[config.mk]
export PLATFORM = sky130hd
export DESIGN_NAME = crxm_regs
export DESIGN_NICKNAME = d
export VERILOG_FILES = /design/src/crxm_accept.v /design/src/crxm_regs.v
export VERILOG_INCLUDE_DIRS = /design/src
export SDC_FILE = /design/constraint.sdc
export NUM_CORES = 1
export LEC_CHECK = 0
export BUFFER_PORTS_ARGS = -buffer_cell sky130_fd_sc_hd__buf_2
export CORE_ASPECT_RATIO = 0.8
export CORE_UTILIZATION = 55
export CTS_CLUSTER_DIAMETER = 150
export CTS_CLUSTER_SIZE = 25
export DETAILED_ROUTE_END_ITERATION = 12
export GPL_ROUTABILITY_DRIVEN = 1
export PLACE_DENSITY = 0.91
export SLEW_MARGIN = 40
export SYNTH_ARGS = -nofsm -noshare
export SYNTH_HDL_FRONTEND = slang
export SYNTH_SLANG_ARGS = --single-unit
[constraint.sdc]
create_clock -name clk_i -period 2.45 [get_ports clk_i]
set_input_delay 0.245 -clock clk_i [delete_from_list [all_inputs] [get_ports clk_i]]
set_output_delay 0.245 -clock clk_i [all_outputs]
set_load 0.02 [all_outputs]
[src/crxm_defs.vh]
/*
  register map, field positions, reset values and counts for the receive
  management and delay register bank.
  assumes: included by bare name from the design files of this block.
*/
`ifndef CRXM_DEFS_VH
`define CRXM_DEFS_VH

// ----------------------------------------------------------------
// register offsets (byte addresses)
// ----------------------------------------------------------------
`define CRXM_ADDR_W 8
`define CRXM_OFF_MGMT_STATUS 8'h2c
`define CRXM_OFF_DELAY_CTRL 8'h30
`define CRXM_OFF_FILL_STATUS 8'h34
`define CRXM_OFF_ROUND_TRIP 8'h38
`define CRXM_OFF_EXT_SETUP 8'h3c
`define CRXM_OFF_MGMT_SETUP 8'h44
`define CRXM_OFF_IRQ_STATUS 8'h50
`define CRXM_OFF_IRQ_MASK 8'h54

// ----------------------------------------------------------------
// field positions
// ----------------------------------------------------------------
`define CRXM_STAT_SPEED_LSB 8
`define CRXM_STAT_SPEED_OK 11
`define CRXM_STAT_PTR_OK 6
`define CRXM_CTRL_RESYNC 16
`define CRXM_SETUP_SPEED_LSB 8
`define CRXM_SETUP_LOAD_SPEED 16
`define CRXM_SETUP_LOAD_PTR 17
`define CRXM_RT_W 20
`define CRXM_EXT_W 9
`define CRXM_SPEED_W 3
`define CRXM_PTR_W 6

// ----------------------------------------------------------------
// interrupt bits
// ----------------------------------------------------------------
`define CRXM_IRQ_W 4
`define CRXM_IRQ_SPEED 0
`define CRXM_IRQ_PTR 1
`define CRXM_IRQ_RT 2
`define CRXM_IRQ_RESYNC 3

// ----------------------------------------------------------------
// codes, limits and reset values
// ----------------------------------------------------------------
`define CRXM_SPEED_NONE 3'h0
`define CRXM_SPEED_240 3'h1
`define CRXM_SPEED_480 3'h2
`define CRXM_SPEED_960 3'h3
`define CRXM_SPEED_1920 3'h4
`define CRXM_SPEED_2400 3'h5
`define CRXM_PTR_MIN 6'h24
`define CRXM_PTR_MAX 6'h3f
`define CRXM_ACCEPT_COUNT 3'h4
`define CRXM_RST_SPEED 3'h0
`define CRXM_RST_PTR 6'h0
`define CRXM_RST_EXT 9'h000

`endif

[src/crxm_accept.v]
/*
  acceptance filter: a new value from a control byte is taken only after
  the same value was seen in a row of hyperframes; software may load one.
  assumes: hf_i is a one-cycle pulse, data_i is stable with it.
*/
`timescale 1ns/1ps
`include "crxm_defs.vh"

module crxm_accept #(
  parameter W = 3
) (
  input wire clk_i,
  input wire sys_rst_i,
  input wire hf_i,
  input wire [W-1:0] data_i,
  input wire ok_i,
  input wire load_i,
  input wire [W-1:0] load_data_i,
  input wire load_ok_i,
  output reg [W-1:0] acc_o,
  output reg valid_o,
  output reg new_o
);

  reg [W-1:0] cand_ff;
  reg [2:0] cnt_ff;
  wire [2:0] cnt_inc;

  assign cnt_inc = cnt_ff + 3'h1;

  always @(posedge clk_i) begin
    if (sys_rst_i) begin
      cand_ff <= {W{1'b0}};
      cnt_ff <= 3'h0;
      acc_o <= {W{1'b0}};
      valid_o <= 1'b0;
      new_o <= 1'b0;
    end else begin
      new_o <= 1'b0;
      if (load_i && load_ok_i) begin
        // set-up load overrides and restarts the filter
        acc_o <= load_data_i;
        valid_o <= 1'b1;
        new_o <= 1'b1;
        cnt_ff <= 3'h0;
      end else if (hf_i) begin
        if (!ok_i || (valid_o && data_i == acc_o)) begin
          cnt_ff <= 3'h0;
        end else if (cnt_ff != 3'h0 && data_i == cand_ff) begin
          if (cnt_inc == `CRXM_ACCEPT_COUNT) begin
            acc_o <= data_i;
            valid_o <= 1'b1;
            new_o <= 1'b1;
            cnt_ff <= 3'h0;
          end else begin
            cnt_ff <= cnt_inc;
          end
        end else begin
          cand_ff <= data_i;
          cnt_ff <= 3'h1;
        end
      end
    end
  end

endmodule // crxm_accept

[src/crxm_regs.v]
/*
  receive management and delay register bank: accepted hdlc speed and
  ethernet pointer, elastic buffer delay control and status, round trip
  measurement, extended measurement period, and an interrupt block.
  assumes: plain register port with read data one cycle after the read
  strobe; framer supplies hyperframe pulse, control bytes, radio frame
  pulses and buffer status synchronous to clk_i.
*/
`timescale 1ns/1ps
`include "crxm_defs.vh"

module crxm_regs #(
  parameter BUF_W = 6
) (
  input wire clk_i,
  input wire sys_rst_i,
  // register port
  input wire [`CRXM_ADDR_W-1:0] reg_addr_i,
  input wire [31:0] reg_wdata_i,
  input wire reg_wr_i,
  input wire reg_rd_i,
  output wire [31:0] reg_rdata_o,
  // control bytes from the receive framer
  input wire hyperframe_i,
  input wire [2:0] hdlc_speed_byte_i,
  input wire [5:0] eth_pointer_byte_i,
  // elastic buffer
  input wire [BUF_W-1:0] buf_fill_i,
  input wire [1:0] byte_delay_i,
  output wire buf_realign_o,
  output wire [BUF_W-1:0] buf_init_delay_o,
  // radio frame pulses
  input wire tx_frame_pulse_i,
  input wire rx_frame_pulse_i,
  // accepted values and settings to the rest of the core
  output wire [2:0] accepted_hdlc_speed_o,
  output wire hdlc_speed_ok_flag_o,
  output wire [5:0] accepted_eth_pointer_o,
  output wire eth_pointer_ok_flag_o,
  output wire [8:0] ext_measure_period_o,
  output wire irq_o
);

  // ----------------------------------------------------------------
  // helpers
  // ----------------------------------------------------------------
  // code 0 means no channel, yet still counts as a valid setting
  function speed_ok;
    input [2:0] code;
    begin
      case (code)
        `CRXM_SPEED_NONE,
        `CRXM_SPEED_240,
        `CRXM_SPEED_480,
        `CRXM_SPEED_960,
        `CRXM_SPEED_1920,
        `CRXM_SPEED_2400: speed_ok = 1'b1;
        default: speed_ok = 1'b0;
      endcase
    end
  endfunction

  function ptr_ok;
    input [5:0] ptr;
    begin
      ptr_ok = (ptr >= `CRXM_PTR_MIN) && (ptr <= `CRXM_PTR_MAX);
    end
  endfunction

  function sel;
    input [`CRXM_ADDR_W-1:0] addr;
    input [`CRXM_ADDR_W-1:0] off;
    begin
      sel = (addr == off);
    end
  endfunction

  // half depth, the reset value of the initial delay
  localparam [BUF_W-1:0] INIT_DELAY_RST = {1'b1, {(BUF_W-1){1'b0}}};

  // ----------------------------------------------------------------
  // write decode
  // ----------------------------------------------------------------
  wire wr_ctrl;
  wire wr_ext;
  wire wr_setup;
  wire wr_irq_stat;
  wire wr_irq_mask;

  // set-up offset is write-only: it loads the filters and stores nothing
  assign wr_ctrl = reg_wr_i && sel(reg_addr_i, `CRXM_OFF_DELAY_CTRL);
  assign wr_ext = reg_wr_i && sel(reg_addr_i, `CRXM_OFF_EXT_SETUP);
  assign wr_setup = reg_wr_i && sel(reg_addr_i, `CRXM_OFF_MGMT_SETUP);
  assign wr_irq_stat = reg_wr_i && sel(reg_addr_i, `CRXM_OFF_IRQ_STATUS);
  assign wr_irq_mask = reg_wr_i && sel(reg_addr_i, `CRXM_OFF_IRQ_MASK);

  // ----------------------------------------------------------------
  // accepted hdlc speed and ethernet pointer
  // ----------------------------------------------------------------
  wire speed_new;
  wire ptr_new;
  wire [2:0] setup_speed;
  wire [5:0] setup_ptr;
  wire load_speed;
  wire load_ptr;
  wire byte_speed_ok;
  wire byte_ptr_ok;

  assign setup_speed = reg_wdata_i[`CRXM_SETUP_SPEED_LSB +: `CRXM_SPEED_W];
  assign setup_ptr = reg_wdata_i[`CRXM_PTR_W-1:0];
  assign load_speed = wr_setup && reg_wdata_i[`CRXM_SETUP_LOAD_SPEED];
  assign load_ptr = wr_setup && reg_wdata_i[`CRXM_SETUP_LOAD_PTR];
  // out-of-range codes break a run, so a glitched byte restarts the count
  assign byte_speed_ok = speed_ok(hdlc_speed_byte_i);
  assign byte_ptr_ok = ptr_ok(eth_pointer_byte_i);

  // four matching hyperframes or a set-up load
  crxm_accept #(
    .W(`CRXM_SPEED_W)
  ) u_speed (
    .clk_i(clk_i),
    .sys_rst_i(sys_rst_i),
    .hf_i(hyperframe_i),
    .data_i(hdlc_speed_byte_i),
    .ok_i(byte_speed_ok),
    .load_i(load_speed),
    .load_data_i(setup_speed),
    .load_ok_i(speed_ok(setup_speed)),
    .acc_o(accepted_hdlc_speed_o),
    .valid_o(hdlc_speed_ok_flag_o),
    .new_o(speed_new)
  );

  crxm_accept #(
    .W(`CRXM_PTR_W)
  ) u_ptr (
    .clk_i(clk_i),
    .sys_rst_i(sys_rst_i),
    .hf_i(hyperframe_i),
    .data_i(eth_pointer_byte_i),
    .ok_i(byte_ptr_ok),
    .load_i(load_ptr),
    .load_data_i(setup_ptr),
    .load_ok_i(ptr_ok(setup_ptr)),
    .acc_o(accepted_eth_pointer_o),
    .valid_o(eth_pointer_ok_flag_o),
    .new_o(ptr_new)
  );

  // ----------------------------------------------------------------
  // delay control and realignment
  // ----------------------------------------------------------------
  reg resync_ff;
  reg [BUF_W-1:0] init_delay_ff;
  reg [8:0] ext_period_ff;
  reg realign_done_ff;
  reg realign_ff;
  reg [BUF_W-1:0] buf_delay_ff;

  // writing the delay with bit 16 low only stores it
  always @(posedge clk_i) begin
    if (sys_rst_i) begin
      resync_ff <= 1'b0;
      init_delay_ff <= INIT_DELAY_RST;
      realign_ff <= 1'b0;
      buf_delay_ff <= INIT_DELAY_RST;
      realign_done_ff <= 1'b0;
    end else begin
      realign_ff <= 1'b0;
      realign_done_ff <= realign_ff;
      if (wr_ctrl) begin
        resync_ff <= reg_wdata_i[`CRXM_CTRL_RESYNC];
        init_delay_ff <= reg_wdata_i[BUF_W-1:0];
        if (reg_wdata_i[`CRXM_CTRL_RESYNC]) begin
          // new delay reaches the buffer only with the realign pulse
          realign_ff <= 1'b1;
          buf_delay_ff <= reg_wdata_i[BUF_W-1:0];
        end
      end
    end
  end

  // buffer side keeps its delay until the next realign
  assign buf_realign_o = realign_ff;
  assign buf_init_delay_o = buf_delay_ff;

  always @(posedge clk_i) begin
    if (sys_rst_i) begin
      ext_period_ff <= `CRXM_RST_EXT;
    end else if (wr_ext) begin
      ext_period_ff <= reg_wdata_i[`CRXM_EXT_W-1:0];
    end
  end

  assign ext_measure_period_o = ext_period_ff;

  // ----------------------------------------------------------------
  // round trip measurement
  // ----------------------------------------------------------------
  // counter saturates so a lost receive pulse cannot wrap to a short value
  reg rt_run_ff;
  reg [`CRXM_RT_W-1:0] rt_cnt_ff;
  reg [`CRXM_RT_W-1:0] rt_result_ff;
  reg rt_done_ff;
  wire rt_max;
  wire [`CRXM_RT_W-1:0] rt_cnt_inc;

  assign rt_max = &rt_cnt_ff;
  // held at all ones once full, the stored result as well
  assign rt_cnt_inc = rt_max ? rt_cnt_ff : rt_cnt_ff + {{(`CRXM_RT_W-1){1'b0}}, 1'b1};

  // a receive pulse with no measurement running is ignored
  // a new transmit pulse restarts the count

  always @(posedge clk_i) begin
    if (sys_rst_i) begin
      rt_run_ff <= 1'b0;
      rt_cnt_ff <= {`CRXM_RT_W{1'b0}};
      rt_result_ff <= {`CRXM_RT_W{1'b0}};
      rt_done_ff <= 1'b0;
    end else begin
      rt_done_ff <= 1'b0;
      if (tx_frame_pulse_i) begin
        rt_run_ff <= 1'b1;
        rt_cnt_ff <= {`CRXM_RT_W{1'b0}};
      end else if (rt_run_ff && rx_frame_pulse_i) begin
        rt_run_ff <= 1'b0;
        rt_result_ff <= rt_cnt_inc;
        rt_done_ff <= 1'b1;
      end else if (rt_run_ff && !rt_max) begin
        rt_cnt_ff <= rt_cnt_inc;
      end
    end
  end

  // ----------------------------------------------------------------
  // interrupts
  // ----------------------------------------------------------------
  reg [`CRXM_IRQ_W-1:0] irq_stat_ff;
  reg [`CRXM_IRQ_W-1:0] irq_mask_ff;
  wire [`CRXM_IRQ_W-1:0] irq_set;
  wire [`CRXM_IRQ_W-1:0] irq_clr;
  reg [`CRXM_IRQ_W-1:0] nxt_irq_stat;

  assign irq_set = {realign_done_ff, rt_done_ff, ptr_new, speed_new};
  assign irq_clr = wr_irq_stat ? reg_wdata_i[`CRXM_IRQ_W-1:0] : {`CRXM_IRQ_W{1'b0}};

  // a set in the clearing cycle wins, so no event is lost to a clear
  always @* begin
    nxt_irq_stat = (irq_stat_ff & ~irq_clr) | irq_set;
  end

  // status bits are sticky until software writes a one to them
  always @(posedge clk_i) begin
    if (sys_rst_i) begin
      irq_stat_ff <= {`CRXM_IRQ_W{1'b0}};
      irq_mask_ff <= {`CRXM_IRQ_W{1'b0}};
    end else begin
      irq_stat_ff <= nxt_irq_stat;
      if (wr_irq_mask) begin
        irq_mask_ff <= reg_wdata_i[`CRXM_IRQ_W-1:0];
      end
    end
  end

  assign irq_o = |(irq_stat_ff & irq_mask_ff);

  // ----------------------------------------------------------------
  // read mux
  // ----------------------------------------------------------------
  // only mapped offsets answer; the set-up register reads as zero
  reg [31:0] nxt_rdata;
  reg [31:0] rdata_ff;

  always @* begin
    nxt_rdata = 32'h0000_0000;
    case (reg_addr_i)
      `CRXM_OFF_MGMT_STATUS: begin
        nxt_rdata[`CRXM_STAT_SPEED_LSB +: `CRXM_SPEED_W] = accepted_hdlc_speed_o;
        nxt_rdata[`CRXM_STAT_SPEED_OK] = hdlc_speed_ok_flag_o;
        nxt_rdata[`CRXM_STAT_PTR_OK] = eth_pointer_ok_flag_o;
        nxt_rdata[`CRXM_PTR_W-1:0] = accepted_eth_pointer_o;
      end
      `CRXM_OFF_DELAY_CTRL: begin
        // resync reads back as last written
        nxt_rdata[`CRXM_CTRL_RESYNC] = resync_ff;
        nxt_rdata[BUF_W-1:0] = init_delay_ff;
      end
      `CRXM_OFF_FILL_STATUS: begin
        nxt_rdata[BUF_W+1:2] = buf_fill_i;
        nxt_rdata[1:0] = byte_delay_i;
      end
      `CRXM_OFF_ROUND_TRIP: begin
        nxt_rdata[`CRXM_RT_W-1:0] = rt_result_ff;
      end
      `CRXM_OFF_EXT_SETUP: begin
        nxt_rdata[`CRXM_EXT_W-1:0] = ext_period_ff;
      end
      `CRXM_OFF_IRQ_STATUS: begin
        nxt_rdata[`CRXM_IRQ_W-1:0] = irq_stat_ff;
      end
      `CRXM_OFF_IRQ_MASK: begin
        nxt_rdata[`CRXM_IRQ_W-1:0] = irq_mask_ff;
      end
      default: begin
        nxt_rdata = 32'h0000_0000;
      end
    endcase
  end

  // data stands only in the cycle after the strobe
  always @(posedge clk_i) begin
    if (sys_rst_i) begin
      rdata_ff <= 32'h0000_0000;
    end else if (reg_rd_i) begin
      rdata_ff <= nxt_rdata;
    end else begin
      rdata_ff <= 32'h0000_0000;
    end
  end

  assign reg_rdata_o = rdata_ff;

endmodule // crxm_regs

==> After elaboration in Yosys (flattened, before gate mapping) <==
Index checks and enable logic that the tools add are counted.
{ "classes": {"add_sub_neg": 3, "n_mul": 0, "div_mod_pow": 0, "magnitude_cmp": 4, "n_eq_ne": 26, "shift": 0, "mux": 51, "bitwise": 15, "reduce_logical": 50} }
{ "ops": {"columns": ["operator", "n"], "rows": [
  ["$eq A8 B6 Y1 const B", 5],
  ["$mux W3", 11],
  ["$mux W6", 5],
  ["$pmux W4 S7", 1],
  ["$mux W1", 26],
  ["$eq A8 B7 Y1 const B", 3],
  ["$add A20 B1 Y20 const B", 1],
  ["$mux W20", 1],
  ["$reduce_and A20 Y1", 1],
  ["$eq A3 B3 Y1 const B", 6],
  ["$logic_and A1 B1 Y1", 17],
  ["$reduce_and A4 Y1", 4],
  ["$reduce_bool A2 Y1", 7],
  ["$eq A3 B2 Y1 const B", 4],
  ["$eq A6 B6 Y1", 2],
  ["$ge A6 B6 Y1 const B", 2],
  ["$le A6 B6 Y1 const B", 2],
  ["$reduce_or A6 Y1", 2],
  ["$not A1 Y1", 11],
  ["$pmux W2 S5", 1],
  ["$reduce_or A2 Y1", 5],
  ["$and A4 B4 Y4", 2],
  ["$add A3 B1 Y3 const B", 2],
  ["$eq A3 B1 Y1 const B", 2],
  ["other kinds (16)", 26]
]} }
{ "word_totals": {"register_bits": 134, "latch_bits": 0, "ram_bits": 0, "romBits": 0, "in_bits": 64, "output_inout_bits": 60, "mem_count": 0} }

==> Longest topological paths before layout <==
{ "logic_depth": {"ltp_word": 8, "ltp_mapped": 8, "depth_no_buf": 6} }

==> Cells and area by module <==
From an unflattened synthesis, not the netlist that was laid out.
{ "hier_totals": {"cells_unflattened": 731, "area_unflattened_um2": 6195.9} }
{ "by_module_without_submodules": {"columns": ["module", "instances", "cells_each", "area_per_inst_um2", "seq_area_each_um2"], "rows": [
  ["crxm_regs", 1, 543, 4573.1, 1881.8],
  ["crxm_accept at u_ptr", 1, 117, 1002.2, 340.3],
  ["crxm_accept at u_speed", 1, 71, 620.6, 220.2]
]} }

==> Worst setup path before layout <==
Ideal clock, no wire load.
{ "synth_timing": {"kind": "reg2reg", "start": "reg rt_cnt_ff[0]", "end": "reg rt_cnt_ff[14]", "setup_time_ns": 0.079, "t_arrival_ns": 1.913, "required_time_ns": 2.371, "setup_slack_ns": 0.458, "stages_incl_launch_ff": 9, "n_path_buf": 2, "synth_period_minus_slack_ns": 1.992, "path_cell_list": "dfxtp_1 -> ha_1 -> and3_1 -> buf_2 -> nand2_1 -> or3_1 -> buf_6 -> and4_4 -> a211oi_2"} }
{ "synth_between": {"elab_chain_cells": 4, "word_cells_on_any_way": 6, "cone_classes": "add/sub: 1; mux: 1; reduce/logical: 4"} }
{ "synth_lines": {"columns": ["element", "line", "rtl"], "rows": [
  ["from (decl)", "crxm_regs.v:202", "reg [`CRXM_RT_W-1:0] rt_cnt_ff;"],
  ["from (signal assigned)", "crxm_regs.v:218", "rt_cnt_ff <= {`CRXM_RT_W{1'b0}};"],
  ["from (signal assigned)", "crxm_regs.v:225", "rt_cnt_ff <= {`CRXM_RT_W{1'b0}};"],
  ["from (signal assigned)", "crxm_regs.v:231", "rt_cnt_ff <= rt_cnt_inc;"],
  ["parallel branches: the longest is 4 deep, another holds $add A20 B1 Y20", null, null]
]} }
Several ways; the timed one is not identified.
A chain may end at the register's enable or synchronous reset.

==> Worst setup path in the final report <==
{ "layout_timing": {"start": "reg rt_cnt_ff[0]", "end": "reg rt_cnt_ff[9]"} }
The elaborated chain is that of the path after synthesis.

==> metrics.csv <==
metric,value,unit
drt initial violations,836,
synth warn,0,
via count,5844,
Die Height,95.5,um
placed cell area,6580,sq um
Worst-path clk slew,60,ps
GR Overflow Total,0,
VDD IR max,0.725,mV
first-pass GRT wire length,27000,um
Starting Density,57.5,%
# DRC,0,
number of vias per cell,6.24,
Placed Instances,904,
slew margin rel.,59.0,%
final worst path period need,2290,ps
Worst setup EP type,flop,
WP data arrival,2570,ps
share of flip-flops with an asynchronous set or reset,0,%
fmax,437,MHz
"commonest non-fill, non-tap cell in the layout",dfxtp_1,
Worst Skew,6.03,ps
Least-Margin Pin Slew,611,ps
H-tree depth,4,
pwr dens,654,nW/um^2
CP Max Fanout,10,
Post-CTS Resized,0,
register bit total from synthesis,122,
# IOs,124,
Post-synth EDFFs,0,
ys flop type,dfxtp_1,
final net count,856,
final hold vios,0,
GPL Wtd Cong,0.951,
XOR/XNOR share of the synthesized area,4.66,%
cts bufs inserted,17,
die area,11400,sq um
Finished Layout Cells,936,
WS Path Type,flop to flop,
Layout area overhead,18.9,%
area of the multi-input gates,3290,sq um
sequential cell area,2440,sq um
Yosys cell types,73,
worst skew pair latency,410,ps
clk root buf,clkbuf_16,
Synth Area in Compound Gates,18.2,%
CP Launch Type,flop,
CTS tree,built,
core footprint,10400,sq um
Max clock buf depth,2,
most frequent cells in the layout,"122 x dfxtp_1, 92 x buf_2, 80 x nor2_1, 54 x a21oi_1, 53 x nand2_1",
total track usage,30.7,%
Final period util,93.5,%
CTS sink cnt,122,
register area share after synthesis,40.6,%
Simple-Gate Fraction of Synth Area,23.2,%
Pre-antenna DRT Iters,8,
vias in the first global route,5338,
final wirelength,17200,um
CTS Hold Buffers Added,0,
Post-CTS Setup Bufs,0,
gate count after technology mapping,690,
Wirelength per Cell,18.4,um
Routed Antenna Nets,0,
# rows,33,
largest family of logic cells by synthesized area,simple AND/OR/NAND/NOR gates,
run status,completed,
r2r setup slk,160,ps
design area,7150,sq um
mux contribution to synthesized area,6.04,%
Diodes inserted,0,
layout cells sized above 1,21.6,%
Finished Core Util,68.4,%
worst min path class,input port to flop,
die span in x,119,um
TNS Setup,0,ps
Setup-failing EPs final,0,
Adder-Cell Fraction of Synth Area,1.87,%
antenna violations before repair,0,
# Max-Cap Violations,0,
RSZ-0062 raised after global routing,no,
Slew Limit Fails,0,
mapped cell area,6010,sq um
detailed placer's ending HPWL,11500,um
hold_ws,88.4,ps
Port Buffers,92,
Crit path required time,2730,ps
Leakage,2.84,nW
Post-Syn Area per Cell,8.71,sq um
largest net degree at the start of global routing,52,
Fill cells,739,
## stage by stage
stage          power, mW  setup slack (ps)
2_1_floorplan       2.24               458
3_3_place_gp        2.32               267
3_5_place_dp        2.33               197
4_1_cts             4.67               191
5_1_grt             4.80              43.6
6_report            4.67               160
## final cells by class
type                            count  share of cell area, %
Clock buffer                       19                   6.20
Clock inverter                     13                   1.70
Inverter                           16                  0.840
Multi-Input combinational cell    513                   46.0
Sequential cell                   122                   34.2
Tap cell                          140                   2.45
Timing Repair Buffer              113                   8.65
## per-layer routing
layer,up-vias,global-route usage [%],share of wire (%)
li1,2656,-,-
met1,2755,40.7,41
met2,375,47.9,45
met3,58,6.88,11
met4,0,13.9,2.9
met5,-,0,0
## registers in the layout (all words and copies together), names as in the netlist, 4 cells and up
name	count
init_delay_ff	6
reg_rdata_o	20
ext_measure_period_o	9
irq_stat_ff	4
buf_init_delay_o	6
irq_mask_ff	4
u_ptr.cand_ff	6
rt_cnt_ff	20
rt_result_ff	20
u_ptr.acc_o	6
## synth_stat cells, drive strengths merged, types with 3 or more instances
| cell type | number | share of area (%) |
|---|---|---|
| a2111oi | 3 | 0.65 |
| a211o | 5 | 0.73 |
| a211oi | 18 | 2.4 |
| a21oi | 55 | 4.6 |
| a221oi | 3 | 0.44 |
| a22oi | 18 | 2.2 |
| a311oi | 4 | 0.58 |
| a31oi | 9 | 1.2 |
| and2 | 9 | 0.94 |
| and3 | 5 | 0.52 |
| and4 | 6 | 0.92 |
| buf | 27 | 2.9 |
| clkbuf | 23 | 1.4 |
| dfxtp | 122 | 41 |
| ha | 9 | 1.9 |
| inv | 16 | 1.0 |
| mux2 | 10 | 1.9 |
| mux2i | 25 | 4.2 |
| nand2 | 54 | 3.4 |
| nand2b | 4 | 0.42 |
| nand3 | 33 | 3.0 |
| nand3b | 4 | 0.50 |
| nand4 | 8 | 0.83 |
| nor2 | 82 | 5.2 |
| nor2b | 12 | 1.2 |
| nor3 | 15 | 1.3 |
| nor4 | 8 | 1.4 |
| o211ai | 3 | 0.37 |
| o21ai | 18 | 1.5 |
| o22ai | 5 | 0.52 |
| or2 | 4 | 0.42 |
| or3 | 10 | 1.0 |
| xnor2 | 18 | 2.6 |
| xor2 | 14 | 2.0 |
## critical path, stage by stage, from the launching register on
cell and delay, ps:
dfxtp_1 410, ha_1 280, nand3_2 230, nor4_4 640
a211o_1 390, or3_1 160, a21oi_1 60
## worst paths after layout
| check | from | end | depth (start not counted) |
|---|---|---|---|
| hold reg to reg | rt_result_ff[14] | rt_result_ff[14] | 2 |
| setup / recovery | rt_cnt_ff[0] | rt_cnt_ff[9] | 6 |
| setup reg to reg | rt_cnt_ff[0] | rt_cnt_ff[9] | 6 |
| hold / removal | reg_wdata_i[7] | ext_measure_period_o[7] | 3 |
## power by group
part,total (mW),switching [mW],internal (mW)
clock,2.37,0.943,1.43
combinational,0.283,0.188,0.0945
sequential,2.02,0.0147,2.01
## logic make-up (layout without fill, tap and decap cells)
logic type	after synthesis	after routing
and+or+nand+nor	265	265
AOI/OAI and AO/OA	160	160
DFF	122	122
buffers and inverters	66	161
muxes	35	35
xor gates and xnor gates	32	32
adders and majority gates	9	9
other	1	12
Note: power is estimated with default switching activity, not from simulation.
